### src/verilog/avsr_consts.vh
// link responder constants: frame fields, codes, register layout
// assumes inclusion by bare name from design files
`ifndef AVSR_CONSTS_VH
`define AVSR_CONSTS_VH
`define AVSR_FRAME_BITS   6'd32
`define AVSR_START_CODE   2'b01
`define AVSR_ACC_READ     2'b11
`define AVSR_ACC_HOLD     2'b01
`define AVSR_ACC_COMMIT   2'b00
`define AVSR_CMD_VOLT     4'h0
`define AVSR_CMD_SLEW     4'h1
`define AVSR_CMD_CURR     4'h2
`define AVSR_CMD_TEMP     4'h3
`define AVSR_CMD_VRESET   4'h4
`define AVSR_CMD_PMODE    4'h5
`define AVSR_CMD_STATUS   4'he
`define AVSR_CMD_VERSION  4'hf
`define AVSR_SEL_A        4'h0
`define AVSR_SEL_B        4'h1
`define AVSR_SEL_ALL      4'hf
`define AVSR_ACK_GOOD     2'b00
`define AVSR_ACK_BUSY     2'b01
`define AVSR_ACK_BADCRC   2'b10
`define AVSR_ACK_INVALID  2'b11
`define AVSR_READ_DATA    16'hffff
`define AVSR_VERSION_VAL  16'h0000
`define AVSR_RSVD_ONES    5'h1f
`define AVSR_LINK_OWNS    4'hc
`define AVSR_STAT_SETTLED 15
`define AVSR_STAT_PHLIM   4
`define AVSR_STAT_WMASK   16'h70fe
`define AVSR_CRC_SEED     3'h0
`define AVSR_IDLE_FRAME   32'hffff_ffff
`endif

### src/verilog/avsr_responder.v
// device-side responder for the adaptive voltage link
// assumes link clock and host data are async pins sampled by i_clock
// Operation
// - frame starts with 01b in its two top bits
// - bits 29:28 read 11b, write-hold 01b, write-commit 00b
// - bit 27 set means vendor command, none supported
// - command type decoded: voltage, slew, current, temp, reset, power mode, status, version
// - select A, B or all; broadcast refused for current and temperature
// - 3-bit crc over 29 bits, checked on receive, generated on send
// - ack: good, busy, bad crc, or invalid request
// - response bit 29 zero, bits 7:3 ones
// - response summary: settled, any warning, link owns, reset pin low, zero
// - read value in bits 23:8, ones on writes
// - voltage 1 mV/lsb, writes clamped to min and max, read gives target
// - slew: rise in upper byte, fall in lower byte, independent
// - current read-only, 10 mA per lsb
// - temperature read-only, signed 0.1 degree per lsb
// - voltage reset returns channel or all to boot voltage
// - version read-only broadcast, returns zero
// - no answer during latch-off fault or disabled conversion
// - link warning status independent of management bus status
// - data-out held low between frames while any warning bit is set
// - warning status layout, write one to clear
// - per-phase limit bit needs both clears
// - clock idles low, launch on rise, sample on fall, msb first
// - power mode acknowledged, no action, reads zero
// - voltage commands act only when operation field equals 1100b
`timescale 1ns/1ps
`default_nettype none
`include "avsr_consts.vh"
module avsr_responder
#(
   parameter [15:0] VOUT_MIN = 16'h00fa,
   parameter [15:0] VOUT_MAX = 16'h157c
)
(
   input  wire        i_clock,
   input  wire        i_reset_n,
   input  wire        i_link_clk,
   input  wire        i_link_mdata,
   output wire        o_link_sdata,
   input  wire        i_latchoff_fault,
   input  wire        i_conversion_enabled,
   input  wire        i_reset_pin_low,
   input  wire [3:0]  i_operation_field,
   input  wire [1:0]  i_settled,
   input  wire [31:0] i_current,
   input  wire [31:0] i_temperature,
   input  wire [15:0] i_boot_voltage_a,
   input  wire [15:0] i_boot_voltage_b,
   input  wire [15:0] i_init_voltage,
   input  wire [15:0] i_init_slew,
   input  wire        i_busy,
   input  wire [15:0] i_warning_events,
   input  wire        i_mgmt_clear_faults,
   output wire [15:0] o_link_warning_status,
   output reg  [31:0] o_vout_target_ff,
   output reg  [31:0] o_slew_ff,
   output reg         o_dynamic_voltage_change_ff
);
   //------------------------------------------------------------
   // input synchronisers
   //------------------------------------------------------------
   reg [1:0] clk_s_ff;
   reg [1:0] dat_s_ff;
   reg       clk_d_ff;
   always @(posedge i_clock or negedge i_reset_n)
   begin
      if (!i_reset_n)
      begin
         clk_s_ff <= 2'b00;
         dat_s_ff <= 2'b11;
         clk_d_ff <= 1'b0;
      end
      else
      begin
         clk_s_ff <= {clk_s_ff[0], i_link_clk};
         dat_s_ff <= {dat_s_ff[0], i_link_mdata};
         clk_d_ff <= clk_s_ff[1];
      end
   end
   wire rise = clk_s_ff[1] & ~clk_d_ff;  // launch edge
   wire fall = ~clk_s_ff[1] & clk_d_ff;  // sample edge

   //------------------------------------------------------------
   // crc instances and decode helpers
   //------------------------------------------------------------
   reg  [31:0] rx_ff;
   reg  [5:0]  cnt_ff;
   reg  [31:0] tx_ff;
   reg  [31:0] resp_ff;
   reg         out_ff;
   reg         act_ff;  // frame in flight: from first launch to last sample
   wire [31:0] frame = {rx_ff[30:0], dat_s_ff[1]};
   wire [2:0]  rx_crc;
   wire [2:0]  tx_crc;
   reg  [28:0] resp_body;
   avsr_crc3 u_rx_crc
   (
      .i_bits (frame[31:3]),
      .o_crc  (rx_crc)
   );
   avsr_crc3 u_tx_crc
   (
      .i_bits (resp_body),
      .o_crc  (tx_crc)
   );

   function [15:0] clamp_v;
      input [15:0] v;
      begin
         if (v < VOUT_MIN)
            clamp_v = VOUT_MIN;
         else if (v > VOUT_MAX)
            clamp_v = VOUT_MAX;
         else
            clamp_v = v;
      end
   endfunction

   wire [1:0]  acc  = frame[29:28];
   wire [3:0]  ctyp = frame[26:23];
   wire [3:0]  sel  = frame[22:19];
   wire [15:0] dat  = frame[18:3];
   wire        sel_ok_ch = (sel == `AVSR_SEL_A) || (sel == `AVSR_SEL_B);
   wire        sel_ok_all = sel_ok_ch || (sel == `AVSR_SEL_ALL);
   wire        hit_a = (sel == `AVSR_SEL_A) || (sel == `AVSR_SEL_ALL);
   wire        hit_b = (sel == `AVSR_SEL_B) || (sel == `AVSR_SEL_ALL);
   wire        is_rd = (acc == `AVSR_ACC_READ);
   wire        is_commit = (acc == `AVSR_ACC_COMMIT);
   wire        link_owns_output = (i_operation_field == `AVSR_LINK_OWNS);
   wire        mute = i_latchoff_fault | ~i_conversion_enabled;
   wire        done = (cnt_ff == `AVSR_FRAME_BITS - 6'd1) & fall;

   //------------------------------------------------------------
   // request validity
   //------------------------------------------------------------
   reg valid;
   always @*
   begin
      valid = 1'b0;
      if ((frame[31:30] == `AVSR_START_CODE) && !frame[27]
          && (acc != 2'b10))
      begin
         case (ctyp)
            `AVSR_CMD_VOLT,
            `AVSR_CMD_SLEW:    valid = sel_ok_all;
            `AVSR_CMD_CURR,
            `AVSR_CMD_TEMP:    valid = is_rd & sel_ok_ch;
            `AVSR_CMD_VRESET:  valid = !is_rd & sel_ok_all;
            `AVSR_CMD_PMODE,
            `AVSR_CMD_STATUS:  valid = sel_ok_all;
            `AVSR_CMD_VERSION: valid = is_rd & (sel == `AVSR_SEL_ALL);
            default:           valid = 1'b0;
         endcase
      end
   end

   //------------------------------------------------------------
   // warning status and summary
   //------------------------------------------------------------
   reg  [15:0] warn_ff;
   reg         phlim_mgmt_ff;
   wire [15:0] settled_bit = {|(i_settled), 15'h0000};
   wire        any_warn = |warn_ff;
   wire [4:0]  status_summary = {&i_settled, any_warn, link_owns_output,
                                 i_reset_pin_low, 1'b0};
   assign o_link_warning_status = warn_ff | settled_bit;
   wire st_wr = done & !mute & (frame[31:30] == `AVSR_START_CODE) & valid & !i_busy
                & !is_rd & (ctyp == `AVSR_CMD_STATUS) & (rx_crc == frame[2:0]);

   // separate copy from the management bus flags; only link writes clear it
   always @(posedge i_clock or negedge i_reset_n)
   begin
      if (!i_reset_n)
      begin
         warn_ff <= 16'h0000;
         phlim_mgmt_ff <= 1'b0;
      end
      else
      begin
         if (i_mgmt_clear_faults)
            phlim_mgmt_ff <= 1'b1;
         else if (i_warning_events[`AVSR_STAT_PHLIM])
            phlim_mgmt_ff <= 1'b0;
         if (st_wr)  // new events win over the clear
         begin
            warn_ff <= ((warn_ff & ~(dat & `AVSR_STAT_WMASK))
                       | (i_warning_events & `AVSR_STAT_WMASK));
            if (!(phlim_mgmt_ff | i_mgmt_clear_faults))  // keep bit, new event still sets
               warn_ff[`AVSR_STAT_PHLIM] <= warn_ff[`AVSR_STAT_PHLIM]
                                            | i_warning_events[`AVSR_STAT_PHLIM];
            else if (dat[`AVSR_STAT_PHLIM])
               phlim_mgmt_ff <= 1'b0;
         end
         else
            warn_ff <= warn_ff | (i_warning_events & `AVSR_STAT_WMASK);
      end
   end

   //------------------------------------------------------------
   // frame shift, decode and execution
   //------------------------------------------------------------
   reg [31:0] hold_v_ff;
   reg [31:0] hold_s_ff;
   reg [1:0]  hold_vp_ff;
   reg [1:0]  hold_sp_ff;
   reg [15:0] rdata;
   reg [1:0]  ack;
   wire [15:0] vclamp = clamp_v(dat);
   always @*
   begin
      rdata = `AVSR_READ_DATA;
      case (ctyp)
         `AVSR_CMD_VOLT:    rdata = (sel == `AVSR_SEL_B) ? o_vout_target_ff[31:16]
                                                         : o_vout_target_ff[15:0];
         `AVSR_CMD_SLEW:    rdata = (sel == `AVSR_SEL_B) ? o_slew_ff[31:16] : o_slew_ff[15:0];
         `AVSR_CMD_CURR:    rdata = sel[0] ? i_current[31:16] : i_current[15:0];
         `AVSR_CMD_TEMP:    rdata = sel[0] ? i_temperature[31:16] : i_temperature[15:0];
         `AVSR_CMD_PMODE:   rdata = 16'h0000;
         `AVSR_CMD_STATUS:  rdata = o_link_warning_status;
         `AVSR_CMD_VERSION: rdata = `AVSR_VERSION_VAL;
         default:           rdata = `AVSR_READ_DATA;
      endcase
      if (!is_rd)
         rdata = `AVSR_READ_DATA;
      if (rx_crc != frame[2:0])
         ack = `AVSR_ACK_BADCRC;
      else if (!valid)
         ack = `AVSR_ACK_INVALID;
      else if (i_busy)
         ack = `AVSR_ACK_BUSY;
      else
         ack = `AVSR_ACK_GOOD;
      resp_body = {ack, 1'b0, status_summary, rdata, `AVSR_RSVD_ONES};
   end

   // frame counter, shift registers and resource updates
   always @(posedge i_clock or negedge i_reset_n)
   begin
      if (!i_reset_n)
      begin
         rx_ff <= `AVSR_IDLE_FRAME;
         cnt_ff <= 6'd0;
         tx_ff <= `AVSR_IDLE_FRAME;
         resp_ff <= `AVSR_IDLE_FRAME;
         out_ff <= 1'b1;
         act_ff <= 1'b0;
         o_vout_target_ff <= 32'h0000_0000;
         o_slew_ff <= 32'h0000_0000;
         hold_v_ff <= 32'h0000_0000;
         hold_s_ff <= 32'h0000_0000;
         hold_vp_ff <= 2'b00;
         hold_sp_ff <= 2'b00;
         o_dynamic_voltage_change_ff <= 1'b0;
      end
      else
      begin
         o_dynamic_voltage_change_ff <= 1'b0;
         if (mute)  // frame state abandoned, line released
         begin
            cnt_ff <= 6'd0;
            tx_ff <= `AVSR_IDLE_FRAME;
            out_ff <= 1'b1;
            act_ff <= 1'b0;
         end
         else
         begin
            if (rise)  // launch next bit msb first
            begin
               out_ff <= (cnt_ff == 6'd0) ? resp_ff[31] : tx_ff[31];
               act_ff <= 1'b1;
               if (cnt_ff == 6'd0)
                  tx_ff <= {resp_ff[30:0], 1'b1};
               else
                  tx_ff <= {tx_ff[30:0], 1'b1};
            end
            if (fall)
            begin
               rx_ff <= frame;
               if (done)
                  act_ff <= 1'b0;
               cnt_ff <= done ? 6'd0 : cnt_ff + 6'd1;
            end
            if (done && frame[31:30] == `AVSR_START_CODE)
            begin
               resp_ff <= {resp_body, tx_crc};
               if (ack == `AVSR_ACK_GOOD && !is_rd)
               begin
                  if (ctyp == `AVSR_CMD_VOLT && link_owns_output)
                  begin
                     if (is_commit)  // commit applies the new value, held value dropped
                     begin
                        if (hit_a)
                           o_vout_target_ff[15:0] <= vclamp;
                        if (hit_b)
                           o_vout_target_ff[31:16] <= vclamp;
                        hold_vp_ff <= 2'b00;
                        o_dynamic_voltage_change_ff <= 1'b1;
                     end
                     else
                     begin
                        if (hit_a)
                           hold_v_ff[15:0] <= vclamp;
                        if (hit_b)
                           hold_v_ff[31:16] <= vclamp;
                        hold_vp_ff <= hold_vp_ff | {hit_b, hit_a};
                     end
                  end
                  if (ctyp == `AVSR_CMD_SLEW)
                  begin
                     if (is_commit)
                     begin
                        if (hit_a)
                           o_slew_ff[15:0] <= dat;
                        if (hit_b)
                           o_slew_ff[31:16] <= dat;
                        hold_sp_ff <= 2'b00;
                     end
                     else
                     begin
                        if (hit_a)
                           hold_s_ff[15:0] <= dat;
                        if (hit_b)
                           hold_s_ff[31:16] <= dat;
                        hold_sp_ff <= hold_sp_ff | {hit_b, hit_a};
                     end
                  end
                  if (ctyp == `AVSR_CMD_VRESET && is_commit && link_owns_output)
                  begin
                     if (hit_a)
                        o_vout_target_ff[15:0] <= i_boot_voltage_a;
                     if (hit_b)
                        o_vout_target_ff[31:16] <= i_boot_voltage_b;
                     o_dynamic_voltage_change_ff <= 1'b1;
                  end
               end
            end
            else if (!link_owns_output)
            begin
               // follow the management target while the link does not own it
               o_vout_target_ff <= {i_init_voltage, i_init_voltage};
               o_slew_ff <= {i_init_slew, i_init_slew};
            end
         end
      end
   end

   // between frames the line idles high, or low as an alert while a warning stands
   assign o_link_sdata = mute ? 1'b1 : (act_ff ? out_ff : ~any_warn);
endmodule // avsr_responder
`default_nettype wire

### src/verilog/avsr_crc3.v
// 3-bit crc (x^3+x+1) over the 29 leading bits of a link frame
// assumes a pure combinational use by the frame responder
`timescale 1ns/1ps
`default_nettype none
`include "avsr_consts.vh"
module avsr_crc3
(
   input  wire [28:0] i_bits,
   output reg  [2:0]  o_crc
);
   integer k;
   reg     fb;
   // msb first serial division unrolled by a loop
   always @*
   begin
      fb = 1'b0;
      o_crc = `AVSR_CRC_SEED;
      for (k = 28; k >= 0; k = k - 1)
      begin
         fb = i_bits[k] ^ o_crc[2];
         o_crc = {o_crc[1], o_crc[0] ^ fb, fb};
      end
   end
endmodule // avsr_crc3
`default_nettype wire

### config.mk
export PLATFORM = sky130hd
export DESIGN_NAME = avsr_responder
export DESIGN_NICKNAME = d
export VERILOG_FILES = /design/src/verilog/avsr_responder.v /design/src/verilog/avsr_crc3.v
export VERILOG_INCLUDE_DIRS = /design/src /design/src/verilog
export SDC_FILE = /design/constraint.sdc
export NUM_CORES = 1
export LEC_CHECK = 0
export BUFFER_PORTS_ARGS = -buffer_cell sky130_fd_sc_hd__buf_2
export CAP_MARGIN = 20
export CORE_AREA = 2 2 99 197
export CTS_CLUSTER_DIAMETER = 150
export CTS_CLUSTER_SIZE = 16
export DETAILED_ROUTE_END_ITERATION = 16
export DIE_AREA = 0 0 101 199
export PLACE_DENSITY_LB_ADDON = 0.12
export SYNTH_ARGS = -nofsm -noshare
export SYNTH_HDL_FRONTEND = slang
export SYNTH_SLANG_ARGS = --single-unit
export TNS_END_PERCENT = 100
### constraint.sdc
create_clock -name i_clock -period 10.22 [get_ports i_clock]
set_clock_uncertainty 0.15 [all_clocks]
set_input_delay 0.511 -clock i_clock [delete_from_list [all_inputs] [get_ports i_clock]]
set_output_delay 0.511 -clock i_clock [all_outputs]
set_load 0.01 [all_outputs]
==> flow_summary.json <==
{
  "status": "complete, no violations",
  "drt-pass1-iter-count": 7,
  "final_hold_viol_count": 0,
  "start_util_pct": 54.0,
  "portBuffers": 229,
  "cpMostUsedCell": "xnor2_1",
  "die_w_um": 101,
  "yosys.area.top_type_share_pct": 23.7,
  "nFillCells": 1657,
  "ctsResizeCount": 0,
  "io_pins": 241,
  "switchingPower_mw": 0.817,
  "yosysSeqAreaShare_pct": 45.1,
  "tightestPinTransition_ns": 1.02,
  "intPower_mw": 1.49,
  "path_clk_slew_ns": 0.07,
  "final_nets": 1472,
  "clock_path_buffers": 2,
  "drive_gt1_share_pct": 31.4,
  "rows": 71,
  "synth_fa_ha_area_share_pct": 0.496,
  "num_vias": 9319,
  "power_density_nw_per_um2": 193,
  "synth_area_leader_cell": "dfstp_2",
  "final_common_cell": "buf_2",
  "synth-seq-cells": 177,
  "multi_input_area_sq_um": 5170,
  "finalCoreUtilization_pct": 63.9,
  "routed_wirelength_mm": 33.0,
  "synth_simple_gate_area_share_pct": 17.2,
  "path_cells": "xnor3_1, xnor2_2, xnor3_1, and3_1, o21ai_2, o21bai_1, ha_1, xnor2_1, xnor2_1, xnor2_1, xnor2_1, xnor3_1, xnor2_2, xor2_1, o21ai_1",
  "ys_warn_count": 0,
  "htreeDepth": 4,
  "synth_compound_area_share_pct": 18.6,
  "post-route-period-util_pct": 45.6,
  "dieArea_sq_um": 20100,
  "pre_cts_slack_ns": 5.56,
  "pwr-share-comb_pct": 33.4,
  "cts_tree": "done",
  "grt_pass1_wl_mm": 50.5,
  "fin_ws_ns": 5.56,
  "tns_ns": 0,
  "syn_to_final_growth_pct": 18.2,
  "max-slew-margin-rel_pct": 32.2,
  "first_iter_violations": 681,
  "ys.flop_type": "dfstp_2",
  "synth_xor_area_share_pct": 6.43,
  "max_freq_ghz": 0.215,
  "cap_violations": 0,
  "grt_max_degree": 71,
  "clk-insertion-delay-late_ns": 0.43,
  "async_flop_share_pct": 100,
  "layout_common_cells": "buf_2 (228), nand2_1 (198), a21oi_1 (111)",
  "synth_top_family_by_area": "compound AO/OA/AOI/OAI gates",
  "place_congestion": 0.949,
  "cts_buffers": 17,
  "seqCellArea_sq_um": 4540,
  "syn_inst": 1128,
  "grtUsageTotal_pct": 33.2,
  "max_stage_delay_ns": 0.69,
  "drc": 0,
  "routed_via_density": 6.04,
  "avgSynthCellArea_sq_um": 8.94,
  "worst-path-max-fanout": 15,
  "worst_setup_path_end_kind": "register",
  "drv_slew": 0,
  "root_buffer": "clkbuf_16",
  "clock-sinks": 177,
  "antenna_found_initial": 3,
  "synth_edf_count": 0,
  "die_y_um": 199,
  "grt_pass1_vias": 9141,
  "cp.arrival_ns": 4.86,
  "p_seq_share_pct": 38.7,
  "dpl.hpwl_mm": 24.1,
  "core_area_sq_um": 18700,
  "grt-ovfl-total": 0,
  "antenna_left": 0,
  "synthesis.area_sq_um": 10100,
  "synth.area.top_cells": "dfstp_2 (24%), dfrtp_1 (21%), nand2_1 (7.4%)",
  "setup_viol": 0,
  "start_kind": "register",
  "worst_ir_drop_vdd_mv": 0.117,
  "p_clk_share_pct": 27.8,
  "rsz0062_at_grt": "no",
  "wire_per_inst_um": 21.4,
  "power.leakage_nw": 5.03,
  "synth_mux_area_share_pct": 7.99,
  "ys_types": 62,
  "hold_path_class": "in -> reg",
  "cp_slowest_cell": "dfstp_2",
  "worstPathRequired_ns": 10.42,
  "setup.worst_path.class": "reg -> reg",
  "min_period_ns": 4.66,
  "p_sw_share_pct": 35.5
}
[power by group through the flow]
stage / sequential [mW] / combinational (mW) / clock (mW)
after floorplan: 0.858 / 0.548 / 0
after global placement: 0.897 / 0.751 / 0
after detailed placement: 0.898 / 0.761 / 0
after CTS: 0.887 / 0.766 / 0.644
after global routing: 0.897 / 0.821 / 0.675
final: 0.892 / 0.770 / 0.641
[path summary, 6_finish.rpt]
kind                                  startpoint  cells past startpoint                       to  slack, ns
setup / recovery           rx_ff[22]$_DFFE_PN1P_                     15   resp_ff[2]$_DFFE_PN1P_       5.56
hold reg to reg            dat_s_ff[0]$_DFF_PN1_                      0    dat_s_ff[1]$_DFF_PN1_       0.21
min in group asynchronous              i_reset_n                      2     warn_ff[4]$_DFF_PN0_       0.48
hold / removal                      i_link_mdata                      1    dat_s_ff[0]$_DFF_PN1_       0.03
max in group asynchronous              i_reset_n                      4  resp_ff[18]$_DFFE_PN1P_       7.56
setup reg to reg           rx_ff[22]$_DFFE_PN1P_                     15   resp_ff[2]$_DFFE_PN1P_       5.56
[cell usage after synthesis, types with 13 or more instances]
master    number
a21o_1        15
o21ai_0       68
a21oi_1      112
buf_2         15
o211ai_1      13
clkbuf_1      63
mux2_2        28
nor3_1        23
xnor2_1       41
dfstp_2       91
nor2_1       110
nand2_1      198
a31oi_1       30
mux2i_1       49
nand3_1       15
dfrtp_1       86
[per-layer routing]
layer  share of wire [%]  wire length (um)  vias to the layer above  GRT usage, %
met2                  51             17000                      442          58.6
met5               0.039                13                        -             0
li1                    -                 -                     4293             -
met4                 5.2              1710                        2          15.7
met1                  36             12000                     4471          38.5
met3                 7.1              2360                      111          5.83
[what timing repair did]
item	4_1_cts	5_1_grt
endpoints found under the setup margin	0	0
endpoints found under the hold margin	29	0
hold buffers	1	0
setup buffers	0	0
[kinds of logic after synthesis]
| group | Yosys count |
|---|---|
| other cells | 1 |
| fa+ha+maj | 4 |
| compound gates | 309 |
| buf+inv | 98 |
| mux | 77 |
| simple gates | 400 |
| flops | 177 |
| xor+xnor | 62 |
[stage by stage]
step                power (mW)  instance area [sq um]  cells  hold WS, ns
finish                    2.30                  11900   1543       0.0301
global route              2.39                  11900   1541       0.0141
CTS                       2.30                  11900   1540       0.0203
detailed placement        1.66                  11300   1507        0.205
global placement          1.65                  11300   1507        0.197
floorplan                 1.41                  10100   1132       0.0654
[registers in the layout, indices dropped and copies added, names as in the netlist, 2 cells and up]
register,cells
tx_ff,31
o_vout_target_ff,32
dat_s_ff,2
o_slew_ff,32
clk_s_ff,2
rx_ff,31
warn_ff,10
resp_ff,26
cnt_ff,6
[cell type report]
type	count	area share (%)
timing repair buffer	248	11.1
tap	219	2.30
inverter	8	0.252
antenna	2	0.0420
sequential	177	38.1
clock inverter	10	0.567
clock buffer	22	4.25
multi-input combinational	857	43.4
[critical path: cells and delay by family, from the launching register on]
family / cells / cell delay [ns]
xor gates and xnor gates: 10 / 2.76
DFF: 1 / 0.69
AOI/OAI and AO/OA: 3 / 0.49
and+or+nand+nor: 1 / 0.19
adders and majority gates: 1 / 0.27
Note: power is estimated with default switching activity, not from simulation.
